==> config.mk <==
export PLATFORM = sky130hd
export DESIGN_NAME = ibr_top
export DESIGN_NICKNAME = d
export VERILOG_FILES = /design/src/hw/ibr_pkg.sv /design/src/hw/ibr_rate_table.sv /design/src/hw/ibr_top.sv
export VERILOG_INCLUDE_DIRS = /design/src /design/src/hw
export SDC_FILE = /design/constraint.sdc
export NUM_CORES = 1
export LEC_CHECK = 0
export ABC_AREA = 1
export BUFFER_PORTS_ARGS = -buffer_cell sky130_fd_sc_hd__buf_4
export CAP_MARGIN = 10
export CORE_MARGIN = 2
export CORE_UTILIZATION = 30
export DETAILED_ROUTE_END_ITERATION = 12
export PLACE_DENSITY = 0.56
export SETUP_SLACK_MARGIN = 0.2
export SLEW_MARGIN = 20
export SYNTH_ARGS = -nofsm -noshare
export SYNTH_HDL_FRONTEND = slang
export SYNTH_HIERARCHICAL = 1
export SYNTH_SLANG_ARGS = --single-unit
export TNS_END_PERCENT = 1
==> constraint.sdc <==
create_clock -name i_clk_sys -period 4.08 [get_ports i_clk_sys]
set_clock_uncertainty 0.2 [all_clocks]
set_input_delay 0.612 -clock i_clk_sys [delete_from_list [all_inputs] [get_ports i_clk_sys]]
set_output_delay 0.612 -clock i_clk_sys [all_outputs]
set_load 0.005 [all_outputs]
==> src/hw/ibr_consts.svh <==
// Register map, field positions and reset values of the rate block
//
// Contract
// - The own slave address lives in bits 7..1 of the address register and is compared against incoming addresses.
// - That seven-bit field is the whole address in 7-bit mode and the low seven bits in 10-bit mode.
// - The multiplier field in bits 7..6 selects factor 1, 2 or 4, and code 11 is reserved.
// - The six-bit rate index in bits 5..0 selects the table entry and, with the multiplier, picks rate and holds.
// - The serial clock runs at bus clock over multiplier times the selected divider.
// - After each falling serial clock edge the data line changes only after multiplier times SDA hold bus periods.
// - For a start the clock falls multiplier times start hold bus periods after data fell with clock high.
// - For a stop the data line rises multiplier times stop hold bus periods after the clock rose.
// - Divider and the three holds come from a fixed table on the index, index 00 giving 20, 7, 6 and 11.
// - The table reaches index 1F with divider 240, SDA hold 33, start hold 118 and stop hold 121.
`ifndef IBR_CONSTS_SVH
`define IBR_CONSTS_SVH
`define IBR_OFS_OWN 4'h0
`define IBR_OFS_RATE 4'h1
`define IBR_OFS_STAT 4'h2
`define IBR_RST_OWN 8'h00
`define IBR_RST_RATE 8'h00
`define IBR_ADR_HI 7
`define IBR_ADR_LO 1
`define IBR_RATE_MULTIPLIER_HI 7
`define IBR_RATE_MULTIPLIER_LO 6
`define IBR_ICR_HI 5
`define IBR_RATE_MULTIPLIER_RSVD 2'h3
`endif

==> src/hw/ibr_pkg.sv <==
// Types shared by the rate block
package ibr_pkg;
  typedef logic [11:0] ibr_cnt_t;

  typedef enum logic [2:0] {
    ST_IDLE = 3'b000,
    ST_START = 3'b001,
    ST_HELD = 3'b010,
    ST_LOW = 3'b011,
    ST_HIGH = 3'b100
  } ibr_state_e;

  typedef enum logic [1:0] {
    K_BIT = 2'b00,
    K_STOP = 2'b01,
    K_RSTART = 2'b10
  } ibr_kind_e;

  typedef struct packed {
    ibr_cnt_t div;
    ibr_cnt_t sda;
    ibr_cnt_t start;
    ibr_cnt_t stop;
  } ibr_rate_s;
endpackage : ibr_pkg

==> src/hw/ibr_rate_table.sv <==
// Fixed divider and hold table selected by the rate index
module ibr_rate_table
  import ibr_pkg::*;
(
  input wire logic [5:0] i_index,
  output ibr_rate_s o_rate
);
  ibr_rate_s r;

  always_comb begin
    case (i_index)
      6'h00: r = {12'd20, 12'd7, 12'd6, 12'd11};
      6'h01: r = {12'd22, 12'd7, 12'd7, 12'd12};
      6'h02: r = {12'd24, 12'd8, 12'd8, 12'd13};
      6'h03: r = {12'd26, 12'd8, 12'd9, 12'd14};
      6'h04: r = {12'd28, 12'd9, 12'd10, 12'd15};
      6'h05: r = {12'd30, 12'd9, 12'd11, 12'd16};
      6'h06: r = {12'd34, 12'd10, 12'd13, 12'd18};
      6'h07: r = {12'd40, 12'd10, 12'd16, 12'd21};
      6'h08: r = {12'd28, 12'd7, 12'd10, 12'd15};
      6'h09: r = {12'd32, 12'd7, 12'd12, 12'd17};
      6'h0a: r = {12'd36, 12'd9, 12'd14, 12'd19};
      6'h0b: r = {12'd40, 12'd9, 12'd16, 12'd21};
      6'h0c: r = {12'd44, 12'd11, 12'd18, 12'd23};
      6'h0d: r = {12'd48, 12'd11, 12'd20, 12'd25};
      6'h0e: r = {12'd56, 12'd13, 12'd24, 12'd29};
      6'h0f: r = {12'd68, 12'd13, 12'd30, 12'd35};
      6'h10: r = {12'd48, 12'd9, 12'd18, 12'd25};
      6'h11: r = {12'd56, 12'd9, 12'd22, 12'd29};
      6'h12: r = {12'd64, 12'd13, 12'd26, 12'd33};
      6'h13: r = {12'd72, 12'd13, 12'd30, 12'd37};
      6'h14: r = {12'd80, 12'd17, 12'd34, 12'd41};
      6'h15: r = {12'd88, 12'd17, 12'd38, 12'd45};
      6'h16: r = {12'd104, 12'd21, 12'd46, 12'd53};
      6'h17: r = {12'd128, 12'd21, 12'd58, 12'd65};
      6'h18: r = {12'd80, 12'd9, 12'd38, 12'd41};
      6'h19: r = {12'd96, 12'd9, 12'd46, 12'd49};
      6'h1a: r = {12'd112, 12'd17, 12'd54, 12'd57};
      6'h1b: r = {12'd128, 12'd17, 12'd62, 12'd65};
      6'h1c: r = {12'd144, 12'd25, 12'd70, 12'd73};
      6'h1d: r = {12'd160, 12'd25, 12'd78, 12'd81};
      6'h1e: r = {12'd192, 12'd33, 12'd94, 12'd97};
      6'h1f: r = {12'd240, 12'd33, 12'd118, 12'd121};
      6'h20: r = {12'd160, 12'd17, 12'd78, 12'd81};
      6'h21: r = {12'd192, 12'd17, 12'd94, 12'd97};
      6'h22: r = {12'd224, 12'd33, 12'd110, 12'd113};
      6'h23: r = {12'd256, 12'd33, 12'd126, 12'd129};
      6'h24: r = {12'd288, 12'd49, 12'd142, 12'd145};
      6'h25: r = {12'd320, 12'd49, 12'd158, 12'd161};
      6'h26: r = {12'd384, 12'd65, 12'd190, 12'd193};
      6'h27: r = {12'd480, 12'd65, 12'd238, 12'd241};
      6'h28: r = {12'd320, 12'd33, 12'd158, 12'd161};
      6'h29: r = {12'd384, 12'd33, 12'd190, 12'd193};
      6'h2a: r = {12'd448, 12'd65, 12'd222, 12'd225};
      6'h2b: r = {12'd512, 12'd65, 12'd254, 12'd257};
      6'h2c: r = {12'd576, 12'd97, 12'd286, 12'd289};
      6'h2d: r = {12'd640, 12'd97, 12'd318, 12'd321};
      6'h2e: r = {12'd768, 12'd129, 12'd382, 12'd385};
      6'h2f: r = {12'd960, 12'd129, 12'd478, 12'd481};
      6'h30: r = {12'd640, 12'd65, 12'd318, 12'd321};
      6'h31: r = {12'd768, 12'd65, 12'd382, 12'd385};
      6'h32: r = {12'd896, 12'd129, 12'd446, 12'd449};
      6'h33: r = {12'd1024, 12'd129, 12'd510, 12'd513};
      6'h34: r = {12'd1152, 12'd193, 12'd574, 12'd577};
      6'h35: r = {12'd1280, 12'd193, 12'd638, 12'd641};
      6'h36: r = {12'd1536, 12'd257, 12'd766, 12'd769};
      6'h37: r = {12'd1920, 12'd257, 12'd958, 12'd961};
      6'h38: r = {12'd1280, 12'd129, 12'd638, 12'd641};
      6'h39: r = {12'd1536, 12'd129, 12'd766, 12'd769};
      6'h3a: r = {12'd1792, 12'd257, 12'd894, 12'd897};
      6'h3b: r = {12'd2048, 12'd257, 12'd1022, 12'd1025};
      6'h3c: r = {12'd2304, 12'd385, 12'd1150, 12'd1153};
      6'h3d: r = {12'd2560, 12'd385, 12'd1278, 12'd1281};
      6'h3e: r = {12'd3072, 12'd513, 12'd1534, 12'd1537};
      6'h3f: r = {12'd3840, 12'd513, 12'd1918, 12'd1921};
      default: r = {12'd20, 12'd7, 12'd6, 12'd11};
    endcase
  end

  assign o_rate = r;
endmodule : ibr_rate_table

==> src/hw/ibr_top.sv <==
// Own address, bit-rate generator and bit-level line sequencer
//
// Design decisions made here: the strobed register port and the placing of the registers.
`include "ibr_consts.svh"

module ibr_top
  import ibr_pkg::*;
#(
  parameter int ADDR_W = 4
) (
  input wire logic i_clk_sys,
  input wire logic i_rst_n,
  input wire logic [ADDR_W-1:0] i_addr,
  input wire logic [7:0] i_wdata,
  input wire logic i_wr,
  input wire logic i_rd,
  output logic [7:0] o_rdata,
  input wire logic i_cmd_start,
  input wire logic i_cmd_bit,
  input wire logic i_cmd_stop,
  input wire logic i_bit_val,
  output logic o_ready,
  output logic o_done,
  output logic o_rx_bit,
  input wire logic i_scl,
  output logic o_scl_o,
  output logic o_scl_oe,
  input wire logic i_sda,
  output logic o_sda_o,
  output logic o_sda_oe,
  input wire logic i_cmp_valid,
  input wire logic i_cmp_ten,
  input wire logic [9:0] i_cmp_addr,
  output logic o_addr_match
);
  localparam int LO = `IBR_ADR_LO;
  localparam int HI = `IBR_ADR_HI;

  logic [HI-LO:0] own_q, own_d;
  logic [7:0] rate_q, rate_d;
  logic [7:0] rdata_q, rdata_d;
  logic match_q, match_d;
  logic seen_q, seen_d;

  ibr_state_e st_q, st_d;
  ibr_kind_e kind_q, kind_d;
  logic bitv_q, bitv_d;
  logic scl_q, scl_d;
  logic sda_q, sda_d;
  logic done_q, done_d;
  logic rx_q, rx_d;
  logic ready_q, ready_d;
  logic [2:0] pre_q, pre_d;
  ibr_cnt_t cnt_q, cnt_d;
  logic [15:0] cyc_q, cyc_d;

  ibr_rate_s tbl;
  logic [1:0] shift;
  logic [2:0] mul;
  ibr_cnt_t lo_half;
  ibr_cnt_t hi_half;
  logic run;
  logic tick;
  logic enter;

  ibr_rate_table u_table (
    .i_index(rate_q[`IBR_ICR_HI:0]),
    .o_rate(tbl)
  );

  // Reserved multiplier code falls back to factor 1
  assign shift = (rate_q[`IBR_RATE_MULTIPLIER_HI:`IBR_RATE_MULTIPLIER_LO] == `IBR_RATE_MULTIPLIER_RSVD) ?
                 2'h0 : rate_q[`IBR_RATE_MULTIPLIER_HI:`IBR_RATE_MULTIPLIER_LO];
  assign mul = 3'h1 << shift;
  assign lo_half = tbl.div >> 1;
  assign hi_half = tbl.div - lo_half;

  // High phase waits while another device stretches the clock
  assign run = (st_q == ST_START) || (st_q == ST_LOW) ||
               ((st_q == ST_HIGH) && i_scl);
  assign tick = run && (pre_q == mul - 3'h1);

  // Register file and address compare
  always_comb begin
    own_d = own_q;
    rate_d = rate_q;
    rdata_d = 8'h00;
    seen_d = seen_q;
    if (i_wr && (i_addr == `IBR_OFS_OWN)) begin
      own_d = i_wdata[HI:LO];
    end
    if (i_wr && (i_addr == `IBR_OFS_RATE)) begin
      rate_d = i_wdata;
    end
    if (i_wr && (i_addr == `IBR_OFS_STAT) && i_wdata[6]) begin
      seen_d = 1'b0;
    end
    if (i_rd) begin
      case (i_addr)
        `IBR_OFS_OWN: rdata_d = {own_q, 1'b0};
        `IBR_OFS_RATE: rdata_d = rate_q;
        `IBR_OFS_STAT: rdata_d = {!ready_q, seen_q, rx_q, 2'h0, st_q};
        default: rdata_d = 8'h00;
      endcase
    end
    // Seven-bit mode wants the upper three bits clear
    match_d = i_cmp_valid && (i_cmp_addr[6:0] == own_q) &&
              (i_cmp_ten || (i_cmp_addr[9:7] == 3'h0));
    if (match_d) begin
      seen_d = 1'b1;
    end
  end

  always_ff @(posedge i_clk_sys or negedge i_rst_n) begin
    if (!i_rst_n) begin
      own_q <= (HI-LO+1)'(`IBR_RST_OWN >> LO);
      rate_q <= `IBR_RST_RATE;
      rdata_q <= 8'h00;
      match_q <= 1'b0;
      seen_q <= 1'b0;
    end else begin
      own_q <= own_d;
      rate_q <= rate_d;
      rdata_q <= rdata_d;
      match_q <= match_d;
      seen_q <= seen_d;
    end
  end

  // Line sequencer
  always_comb begin
    st_d = st_q;
    kind_d = kind_q;
    bitv_d = bitv_q;
    scl_d = scl_q;
    sda_d = sda_q;
    done_d = 1'b0;
    rx_d = rx_q;
    pre_d = pre_q;
    cnt_d = cnt_q;
    cyc_d = cyc_q;
    enter = 1'b0;
    if (run) begin
      cyc_d = cyc_q + 16'h0001;
      if (tick) begin
        pre_d = 3'h0;
        cnt_d = cnt_q + 12'h001;
      end else begin
        pre_d = pre_q + 3'h1;
      end
    end
    case (st_q)
      ST_IDLE: begin
        if (i_cmd_start && i_scl && i_sda) begin
          sda_d = 1'b1;
          st_d = ST_START;
          enter = 1'b1;
        end
      end
      ST_START: begin
        if (tick && (cnt_q == tbl.start - 12'h001)) begin
          scl_d = 1'b1;
          st_d = ST_HELD;
          done_d = 1'b1;
          enter = 1'b1;
        end
      end
      ST_HELD: begin
        if (i_cmd_start) begin
          kind_d = K_RSTART;
          st_d = ST_LOW;
          enter = 1'b1;
        end else if (i_cmd_stop) begin
          kind_d = K_STOP;
          st_d = ST_LOW;
          enter = 1'b1;
        end else if (i_cmd_bit) begin
          kind_d = K_BIT;
          bitv_d = i_bit_val;
          st_d = ST_LOW;
          enter = 1'b1;
        end
      end
      ST_LOW: begin
        if (tick && (cnt_q == tbl.sda - 12'h001)) begin
          case (kind_q)
            K_BIT: sda_d = !bitv_q;
            K_STOP: sda_d = 1'b1;
            default: sda_d = 1'b0;
          endcase
        end
        if (tick && (cnt_q == lo_half - 12'h001)) begin
          scl_d = 1'b0;
          st_d = ST_HIGH;
          enter = 1'b1;
        end
      end
      ST_HIGH: begin
        if (kind_q == K_STOP) begin
          if (tick && (cnt_q == tbl.stop - 12'h001)) begin
            sda_d = 1'b0;
            st_d = ST_IDLE;
            done_d = 1'b1;
            enter = 1'b1;
          end
        end else if (tick && (cnt_q == hi_half - 12'h001)) begin
          rx_d = i_sda;
          enter = 1'b1;
          if (kind_q == K_RSTART) begin
            sda_d = 1'b1;
            st_d = ST_START;
          end else begin
            scl_d = 1'b1;
            st_d = ST_HELD;
            done_d = 1'b1;
          end
        end
      end
      default: begin
        st_d = ST_IDLE;
        scl_d = 1'b0;
        sda_d = 1'b0;
      end
    endcase
    if (enter) begin
      pre_d = 3'h0;
      cnt_d = 12'h000;
      cyc_d = 16'h0000;
    end
    ready_d = (st_d == ST_IDLE) || (st_d == ST_HELD);
  end

  always_ff @(posedge i_clk_sys or negedge i_rst_n) begin
    if (!i_rst_n) begin
      st_q <= ST_IDLE;
      kind_q <= K_BIT;
      bitv_q <= 1'b0;
      scl_q <= 1'b0;
      sda_q <= 1'b0;
      done_q <= 1'b0;
      rx_q <= 1'b0;
      ready_q <= 1'b1;
      pre_q <= 3'h0;
      cnt_q <= 12'h000;
      cyc_q <= 16'h0000;
    end else begin
      st_q <= st_d;
      kind_q <= kind_d;
      bitv_q <= bitv_d;
      scl_q <= scl_d;
      sda_q <= sda_d;
      done_q <= done_d;
      rx_q <= rx_d;
      ready_q <= ready_d;
      pre_q <= pre_d;
      cnt_q <= cnt_d;
      cyc_q <= cyc_d;
    end
  end

  // Open-drain pins only ever pull low
  always_ff @(posedge i_clk_sys or negedge i_rst_n) begin
    if (!i_rst_n) begin
      o_scl_o <= 1'b0;
      o_sda_o <= 1'b0;
    end else begin
      o_scl_o <= 1'b0;
      o_sda_o <= 1'b0;
    end
  end

  assign o_rdata = rdata_q;
  assign o_addr_match = match_q;
  assign o_scl_oe = scl_q;
  assign o_sda_oe = sda_q;
  assign o_done = done_q;
  assign o_ready = ready_q;
  assign o_rx_bit = rx_q;
endmodule : ibr_top

## Word level (Yosys, flattened, before mapping)

Memories as Yosys holds them, arrays and structs flattened.
Index checks and enable logic that the tools add are counted.

| word-level totals | value |
|---|---|
| flip-flop bits (word level) | 51 |
| memory bits (read-only) | 2752 |
| bits in latches | 0 |
| RAM bits | 0 |
| memories kept | 1 |
| output and inout bits | 16 |

| cells by class | value |
|---|---|
| $mul | 0 |
| $lt $le $gt $ge | 0 |
| div/mod/pow operators | 0 |
| mux-type cells | 53 |
| reduce and logical (&&, ||, !) cells | 38 |
| add/subtract/negate cells | 9 |
| bitwise gates (word level) | 5 |
| equality and inequality tests | 27 |
| shift-type cells | 1 |

Memory list:

| memory | depth | bits a word | rd ports | clocked after memory_dff | wr ports | line | text |
|---|---|---|---|---|---|---|---|
| (no name shown) | 64 | 43 | 1 | 0 | 0 | ibr_rate_table.sv:11 | `case (i_index)` |

Operators by type and width:

| kind | count |
|---|---|
| $eq 12x12->1 | 5 |
| $sub 12x1->12 const B | 4 |
| $mux 12 | 3 |
| $mux 3 | 12 |
| $mux 1 | 25 |
| $pmux 8 s3 | 1 |
| $logic_and 1x1->1 | 15 |
| $pmux 3 s5 | 1 |
| $add 12x1->12 const B | 1 |
| $reduce_and 6->1 | 2 |
| $sub 11x1->12 const B | 1 |
| $sub 12x11->12 | 1 |
| $mux 2 | 5 |
| $eq 3x2->1 const B | 3 |
| $logic_not 3->1 | 3 |
| $mux 8 | 1 |
| $ne 2x1->1 const B | 4 |
| $pmux 1 s4 | 2 |
| $eq 7x7->1 | 1 |
| $ne 2x2->1 const B | 3 |
| $ne 3x1->1 const B | 2 |
| $reduce_bool 2->1 | 3 |
| $not 1->1 | 5 |
| $pmux 1 s5 | 1 |
| other kinds (21) | 29 |

## Longest topological paths before layout

Gate-level depths: netlist of the first run.

| logic depth | value |
|---|---|
| depth in word-level cells | 12 |
| mapped depth | 29 |
| gate-level depth less buffers | 28 |

## Hierarchy

The synthesis of the first run kept the hierarchy.

Modules (own cells, without submodules):

| module | sequential area each (um^2) | area an instance (um^2) | cells an instance | times used |
|---|---|---|---|---|
| ibr_top | 1277.5 | 5866.9 | 922 | 1 |
| ibr_rate_table | 0.0 | 948.4 | 187 | 1 |

## Least setup slack after synthesis of the first run

Ideal clock, no wire load.

| timing | value |
|---|---|
| path type | register to register |
| from | reg rate_q[1] |
| to | reg cnt_q[4] |
| clock period less this slack | 3.703 ns |
| data arrival time | 3.373 ns |
| slack | 0.377 ns |
| path buffers | 2 |
| cell stages (with the launch flop) | 25 |
| required time | 3.750 ns |
| setup time | 0.130 ns |
| cell sequence | dfrtp_1 -> inv_1 -> ha_1 -> inv_1 -> nand2_1 -> nand3_1 -> nand3_1 -> nand3_1 -> buf_4 -> inv_1 -> ha_1 -> nor2_1 -> nand2_1 -> nor2_1 -> nand2_1 -> nand3_1 -> nand2_1 -> nand2_1 -> and2_1 -> nand3_2 -> nand2_2 -> nand3_4 -> nand2_4 -> buf_12 -> nor3_2 |

RTL lines:

| element | line | text |
|---|---|---|
| start: declaration | ibr_top.sv:40 | `logic [7:0] rate_q, rate_d;` |
| start signal: assignment | ibr_top.sv:117 | `` rate_q <= `IBR_RST_RATE; `` |
| start signal: assignment | ibr_top.sv:123 | `rate_q <= rate_d;` |
| end signal: assignment | ibr_top.sv:256 | `cnt_q <= cnt_d;` |
| end: declaration | ibr_top.sv:54 | `ibr_cnt_t cnt_q, cnt_d;` |

==> flow_metrics.env, run 1 <==
export IMPL_post_route_cells_drive_above_1_share_pct=15.6
export IMPL_power_density_cell_area_nw_per_um2=606
export IMPL_count_of_nets_after_finishing=1243
export IMPL_fillerInstances=2440
export IMPL_dieWidth_um=155
export IMPL_synth_warnings=6
export IMPL_register_clock_pin_slew_on_the_reported_worst_setup_and_hold_paths_ns=0.07
export IMPL_wl_per_cell_um=13.9
export IMPL_run_status="complete, no violations"
export IMPL_finish_instance_area_um2=7880
export IMPL_register_area_share_after_synthesis_pct=18.7
export IMPL_cp_end_kind="flip-flop"
export IMPL_syn_area_cell_um2=6.15
export IMPL_fp_dieArea_um2=23900
export IMPL_final_max_slew_violation_count=0
export IMPL_top_level_ports=50
export IMPL_timing_worst_setup_path_type="reg2reg"
export IMPL_wl_um=20100
export IMPL_synth_area_um2=6820
export IMPL_final_common_cell="sky130_fd_sc_hd__nand2_1"
export IMPL_final_period_utilization_pct=91.3
export IMPL_globalRouteMet1Util_pct=22.0
export IMPL_synth_register_bits=51
export IMPL_syn_inst=1109
export IMPL_hold_vio_cnt_final=0
export IMPL_worstPathRequired_ns=4.06
export IMPL_rsz0062_at_grt="yes"
export IMPL_grtUsageMet2_pct=29.5
export IMPL_antenna_diode_count=0
export IMPL_p_leak_nw=4.17
export IMPL_clock_sinks=51
export IMPL_slew_headroom_pct=55.3
export IMPL_std_cell_rows=55
export IMPL_drt_drc_violations_left=0
export IMPL_timing_hold_ws_ns=0.150
export IMPL_largest_stage_delay_on_the_critical_path_ns=0.38
export IMPL_place_ws_ns=0.153
export IMPL_start_kind="flip-flop"
export IMPL_max_freq_ghz=0.269
export IMPL_core_area_um2=22500
export IMPL_grt_first_pass_wirelength_um=32400
export IMPL_slowest_stage="sky130_fd_sc_hd__ha_4"
export IMPL_detailedRoute_firstPassIterationCount=5
export IMPL_hold_path_class="in2async"
export IMPL_drv_cap=0
export IMPL_timing_final_crit_period_ns=3.72
export IMPL_crit_chain="inv_1 -> ha_4 -> inv_1 -> nand2_4 -> nand2_1 -> nor2_1 -> nor2_1 -> a21oi_2 -> buf_6 -> clkinvlp_4 -> ha_4 -> inv_1 -> a21oi_2 -> nand2_1 -> nand2_1 -> nand3_1 -> nand2_1 -> and2_1 -> nand3_2 -> nand2_2 -> nand3_4 -> nand2_8 -> nor3_1"
export IMPL_drt_vias_per_instance=4.68
export IMPL_globalRouteMet3Util_pct=1.99
export IMPL_place_detailed_hpwl_um=16100
export IMPL_latest_clock_arrival_within_the_worst_skew_pair_ns=0.29
export IMPL_remaining_global_route_overflow=0
export IMPL_critical_path_peak_fanout=7
export IMPL_grt_most_used_layer="met2"
export IMPL_cts_htree_levels=2
export IMPL_path_buf_inv=5
export IMPL_die_height_um=155
export IMPL_ctsRootBufferMaster="sky130_fd_sc_hd__clkbuf_16"
export IMPL_detailed_route_via_count=6780
export IMPL_finalWorstSetupSlack_ns=0.357
export IMPL_final_cell_mix="sky130_fd_sc_hd__nand2_1, sky130_fd_sc_hd__inv_1, sky130_fd_sc_hd__nor2_1, sky130_fd_sc_hd__nand3_1, sky130_fd_sc_hd__buf_4"
export IMPL_placedInstanceArea_um2=7430
export IMPL_cts_path_max_buffers=2
export IMPL_grt_start_max_net_pins=52
export IMPL_total_power_w=0.00477
export IMPL_cts_tree="done"
export IMPL_initialDrtViolationCount=397
export IMPL_setup_total_negative_slack_ns=0
export IMPL_antenna_violating_nets_post_route=0
export IMPL_worstMarginPinSlew_ns=0.671
export IMPL_grt_util_all_layers_pct=16.7
export IMPL_gp_congestion=0.918
export IMPL_tritoncts_num_buffers=5
export IMPL_max_vdd_ir_drop_mv=0.202
export IMPL_antenna_found_initial=0
export IMPL_arrival_ns=3.70
export IMPL_report_final_setup_viol=0
export IMPL_critPathTopFamily="simple AND/OR/NAND/NOR gates"
export IMPL_cp_common_cell="sky130_fd_sc_hd__nand2_1"
export IMPL_quantity_of_hold_fixing_buffers_added_after_cts=0
export IMPL_portBuffers=47
export IMPL_first_global_vias=6468
export IMPL_synth_distinct_cells=56
export IMPL_floorplan_initialDensity_pct=30.3
export IMPL_flow_area_growth_from_synthesis_pct=15.5
what timing repair did:
item                                    in CTS  in global routing
gates resized for setup                      2                 51
endpoints found under the hold margin        0                  0
setup buffers                                0                  7
endpoints found under the setup margin      14                 23
pin swaps                                    0                 12
gates cloned                                 0                  1
per-stage QoR:
step	cells	util, %
2_1_floorplan	1114	-
3_3_place_gp	1432	33.0
3_5_place_dp	1432	33.0
4_1_cts	1440	33.8
5_1_grt	1448	35.0
6_report	1448	35.0
Yosys cell counts (all sizes together):
master / n / area share [%]
nand2: 342 / 19
or2: 7 / 0.68
xor2: 43 / 5.6
nor3: 21 / 2.0
o22ai: 6 / 0.55
fa: 1 / 0.29
buf: 32 / 3.6
a221oi: 1 / 0.13
dfstp: 1 / 0.39
nor3b: 1 / 0.18
o221ai: 3 / 0.39
ha: 46 / 8.4
o21ai: 51 / 3.8
a31oi: 1 / 0.092
conb: 2 / 0.11
a21oi: 19 / 1.5
and2: 1 / 0.092
o211ai: 6 / 0.66
clkbuf: 3 / 0.31
a32o: 1 / 0.15
o21a: 1 / 0.11
xnor2: 29 / 3.7
o2111ai: 1 / 0.13
dfrtp: 50 / 18
a21o: 1 / 0.11
nand3: 89 / 7.2
nand3b: 7 / 0.77
nand4: 16 / 1.5
and3: 1 / 0.092
nor2: 141 / 8.8
mux2: 1 / 0.17
o21bai: 4 / 0.44
nor4: 3 / 0.50
a21boi: 2 / 0.22
inv: 175 / 9.7
state kept, by name, indices dropped and copies added, names as in the netlist, 2 cells and up:
name,flops
kind_q,2
pre_q,3
own_q,7
st_q,3
rate_q,8
o_rdata,8
cnt_q,12
cell type report:
type / count / area, um2 / area share (%)
inverters: 175 / 666 / 8.45
flip-flops and latches: 51 / 1280 / 16.2
multi-input cells: 854 / 4830 / 61.4
well taps: 285 / 357 / 4.53
clock buffers: 5 / 125 / 1.59
clock inverters: 3 / 43.8 / 0.556
repair buffers: 75 / 571 / 7.24
routing by layer:
metal / part of all wire (%) / vias up
li1: - / 3541
met3: 3.3 / 24
met5: 0 / -
met2: 48 / 107
met4: 1.6 / 0
met1: 47 / 3108
final timing paths:
check	startpoint	endpoint	slack, ns	depth (start not counted)
worst max-delay path	rate_q[1]	cnt_q[0]	0.36	23
worst min-delay path	i_rst_n	bitv_q	0.15	1
worst max register to register	rate_q[1]	cnt_q[0]	0.36	23
worst min register to register	o_scl_oe	o_scl_oe	0.28	2
max in group asynchronous	i_rst_n	rate_q[2]	3.03	1
min in group i_clk_sys	o_scl_oe	o_scl_oe	0.28	2
cells by family (layout without fill, tap and decap cells):
group | after synthesis | count (layout) | synth area share (%)
buf+inv | 210 | 258 | 13.6
fa+ha+maj | 47 | 47 | 8.74
flops | 51 | 51 | 18.7
simple gates | 629 | 630 | 41.0
xor+xnor | 72 | 72 | 9.36
other cells | 2 | 7 | 0.110
compound gates | 97 | 97 | 8.23
mux | 1 | 1 | 0.165
power breakdown:
| group | internal (W) | switching, W | leakage, nW |
|---|---|---|---|
| combinational | 0.00131 | 0.00220 | 3.43 |
| sequential | 0.000617 | 0.000171 | 0.660 |
| clock | 0.000290 | 0.000189 | 0.0838 |
Note: power is estimated with default switching activity, not from simulation.
==> run 2: changes to the inputs <==
--- a/config.mk
+++ b/config.mk
@@ -6,13 +6,12 @@
 export SDC_FILE = /design/constraint.sdc
 export NUM_CORES = 1
 export LEC_CHECK = 0
-export ABC_AREA = 1
 export BUFFER_PORTS_ARGS = -buffer_cell sky130_fd_sc_hd__buf_4
 export CAP_MARGIN = 10
 export CORE_MARGIN = 2
 export CORE_UTILIZATION = 30
 export DETAILED_ROUTE_END_ITERATION = 12
-export PLACE_DENSITY = 0.56
+export PLACE_DENSITY = 0.57
 export SETUP_SLACK_MARGIN = 0.2
 export SLEW_MARGIN = 20
 export SYNTH_ARGS = -nofsm -noshare
==> flow_metrics.env, run 2 <==
export IMPL_synth_edf_count=0
export IMPL_first_global_vias=5893
export IMPL_regMostFlops="cnt_q"
export IMPL_grt_util_all_layers_pct=17.6
export IMPL_remaining_global_route_overflow=0
export IMPL_yosys_top_cells_area="sky130_fd_sc_hd__dfrtp_1, sky130_fd_sc_hd__ha_1, sky130_fd_sc_hd__xnor2_1, sky130_fd_sc_hd__xor2_1, sky130_fd_sc_hd__mux2_2"
export IMPL_timing_critical_path_depth=16
export IMPL_max_vdd_ir_drop_mv=0.351
export IMPL_crit_chain="buf_4 -> buf_4 -> ha_1 -> mux4_2 -> o21ai_4 -> inv_2 -> ha_4 -> or4_4 -> a2111oi_4 -> o31ai_2 -> and3_1 -> or4_4 -> o41a_1 -> nor2_4 -> buf_12 -> nor3_1"
export IMPL_syn_inst=747
export IMPL_start_kind="flip-flop"
export IMPL_fp_dieArea_um2=22200
export IMPL_critPathTopFamily="simple AND/OR/NAND/NOR gates"
export IMPL_count_of_nets_after_finishing=992
export IMPL_violations="negative setup slack"
export IMPL_total_power_w=0.00536
export IMPL_quantity_of_hold_fixing_buffers_added_after_cts=0
export IMPL_place_ws_ns=-0.515
export IMPL_std_cell_rows=53
export IMPL_slowest_stage="sky130_fd_sc_hd__mux4_2"
export IMPL_register_area_share_after_synthesis_pct=20.3
export IMPL_final_period_utilization_pct=108
export IMPL_top_level_ports=50
export IMPL_synth_register_bits=51
export IMPL_ctsRootBufferMaster="sky130_fd_sc_hd__clkbuf_16"
export IMPL_grt_first_pass_wirelength_um=31300
export IMPL_largest_stage_delay_on_the_critical_path_ns=0.49
export IMPL_critical_path_peak_fanout=14
export IMPL_synthMostInstantiatedCell="sky130_fd_sc_hd__xnor2_1"
export IMPL_largest_register_ff_count=12
export IMPL_slew_headroom_pct=42.7
export IMPL_detailedRoute_firstPassIterationCount=5
export IMPL_drt_drc_violations_left=0
export IMPL_placedInstanceArea_um2=7930
export IMPL_path_buf_inv=4
export IMPL_timing_worst_setup_path_type="reg2reg"
export IMPL_number_of_cells_traversed_by_the_worst_register_to_register_path=16
export IMPL_synth_largest_type_area_fraction_pct=19.8
export IMPL_cts_tree="done"
export IMPL_hold_vio_cnt_final=0
export IMPL_die_height_um=149
export IMPL_register_clock_pin_slew_on_the_reported_worst_setup_and_hold_paths_ns=0.07
export IMPL_detailed_route_via_count=6132
export IMPL_rsz0062_at_grt="yes"
export IMPL_yosysTopAreaCell="sky130_fd_sc_hd__dfrtp_1"
export IMPL_dieWidth_um=149
export IMPL_antenna_violating_nets_post_route=0
export IMPL_post_route_cells_drive_above_1_share_pct=33.1
export IMPL_final_cell_mix="sky130_fd_sc_hd__buf_4, sky130_fd_sc_hd__xnor2_1, sky130_fd_sc_hd__dfrtp_1"
export IMPL_drt_vias_per_instance=5.17
export IMPL_arrival_ns=4.39
export IMPL_syn_area_cell_um2=8.44
export IMPL_clock_sinks=51
export IMPL_timing_hold_ws_ns=0.146
export IMPL_latest_clock_arrival_within_the_worst_skew_pair_ns=0.29
export IMPL_antenna_found_initial=1
export IMPL_portBuffers=47
export IMPL_power_density_cell_area_nw_per_um2=640
export IMPL_core_area_um2=20800
export IMPL_wl_um=19300
export IMPL_finalWorstSetupSlack_ns=-0.334
export IMPL_cts_htree_levels=2
export IMPL_gp_congestion=0.902
export IMPL_timing_final_crit_period_ns=4.41
export IMPL_initialDrtViolationCount=353
export IMPL_tritoncts_num_buffers=5
export IMPL_cp_end_kind="flip-flop"
export IMPL_grt_start_max_net_pins=52
export IMPL_drv_cap=0
export IMPL_final_common_cell="sky130_fd_sc_hd__buf_4"
export IMPL_yosys_top_cells_count="sky130_fd_sc_hd__xnor2_1, sky130_fd_sc_hd__dfrtp_1, sky130_fd_sc_hd__ha_1"
export IMPL_final_max_slew_violation_count=0
export IMPL_synth_distinct_cells=89
export IMPL_cts_path_max_buffers=2
export IMPL_hold_path_class="in2async"
export IMPL_synth_warnings=6
export IMPL_synthFlopType="sky130_fd_sc_hd__dfrtp_1"
export IMPL_max_freq_ghz=0.227
export IMPL_floorplan_initialDensity_pct=30.3
export IMPL_run_status="finished, violations left"
export IMPL_worstMarginPinSlew_ns=0.858
export IMPL_setup_total_negative_slack_ns=-5.23
export IMPL_flow_area_growth_from_synthesis_pct=32.9
export IMPL_p_leak_nw=3.63
export IMPL_wl_per_cell_um=16.3
export IMPL_place_detailed_hpwl_um=15400
export IMPL_finish_instance_area_um2=8380
export IMPL_worstPathRequired_ns=4.06
export IMPL_antenna_diode_count=0
export IMPL_async_reset_ff_share_pct=100
export IMPL_report_final_setup_viol=23
export IMPL_synth_area_um2=6310
-- run 2: cell count changes after synthesis, moves of 24 or more --
cell	previous run	this run
sky130_fd_sc_hd__nand2_1	333	31
sky130_fd_sc_hd__inv_1	167	43
sky130_fd_sc_hd__nor2_1	126	38
sky130_fd_sc_hd__nand3_1	83	21
sky130_fd_sc_hd__xnor2_1	29	61
sky130_fd_sc_hd__nor3_1	15	42
sky130_fd_sc_hd__nor2b_1	0	26
sky130_fd_sc_hd__mux2_2	1	26
sky130_fd_sc_hd__o21ai_0	45	21
-- run 2: worst reg2reg max path, delay by kind of cell (launching register included) --
family / cells / cell delay [ns]
DFF: 1 / 0.41
adders and majority gates: 2 / 0.45
AOI/OAI and AO/OA: 4 / 0.93
and+or+nand+nor: 5 / 1.28
buffers and inverters: 4 / 0.57
muxes: 1 / 0.49
-- run 2: through the flow --
stage / instances / util [%]
6_report: 1187 / 40.2
5_1_grt: 1187 / 40.2
4_1_cts: 1184 / 39.5
3_5_place_dp: 1173 / 38.1
3_3_place_gp: 1173 / 38.1
2_1_floorplan: 752 / -
-- run 2: cell families (layout without fill, tap and decap cells) --
kind of cell / after synthesis / count (layout) / share of synthesized area (%)
compound gates: 152 / 152 / 18.0
other cells: 2 / 7 / 0.119
simple gates: 261 / 261 / 23.6
mux: 40 / 40 / 7.34
xor+xnor: 99 / 99 / 13.7
fa+ha+maj: 48 / 48 / 9.60
buf+inv: 94 / 254 / 7.38
flops: 51 / 51 / 20.3
-- run 2: final timing paths --
check | from | endpoint | slack [ns]
max | rate_q[1] | cnt_q[10] | -0.33
min | i_rst_n | o_rx_bit | 0.15
max reg2reg | rate_q[1] | cnt_q[10] | -0.33
min reg2reg | seen_q | seen_q | 0.29
max in group asynchronous | i_rst_n | rate_q[4] | 3.10
min in group i_clk_sys | seen_q | seen_q | 0.29
-- run 2: repair_timing --
action,in CTS,in global routing
pin swaps,5,11
buffers inserted,3,3
cloned,0,0
gates resized for setup,16,31
endpoints found under the setup margin,23,23
-- run 2: routing by layer --
layer  GRT usage (%)  wire [um]  up-vias
met2            29.7       9090      109
met3            1.47        562       27
met4            4.76        353        2
met5               0         13        -
met1            24.2       9320     2968
li1                -          -     3026
-- run 2: layout make-up --
cell class	instances	area (um2)
Clock buffer	6	129
Timing Repair Buffer	201	1550
Multi-Input combinational cell	607	4840
Inverter	45	176
Tap cell	275	344
Clock inverter	2	60.1
Fill cell	2159	12400
Sequential cell	51	1280
-- run 2: power by group --
group	internal, W	total [W]	leakage (nW)	switching, W
Clock	0.000352	0.000539	0.0911	0.000187
Sequential	0.000616	0.000821	0.656	0.000204
Combinational	0.00199	0.00400	2.89	0.00201
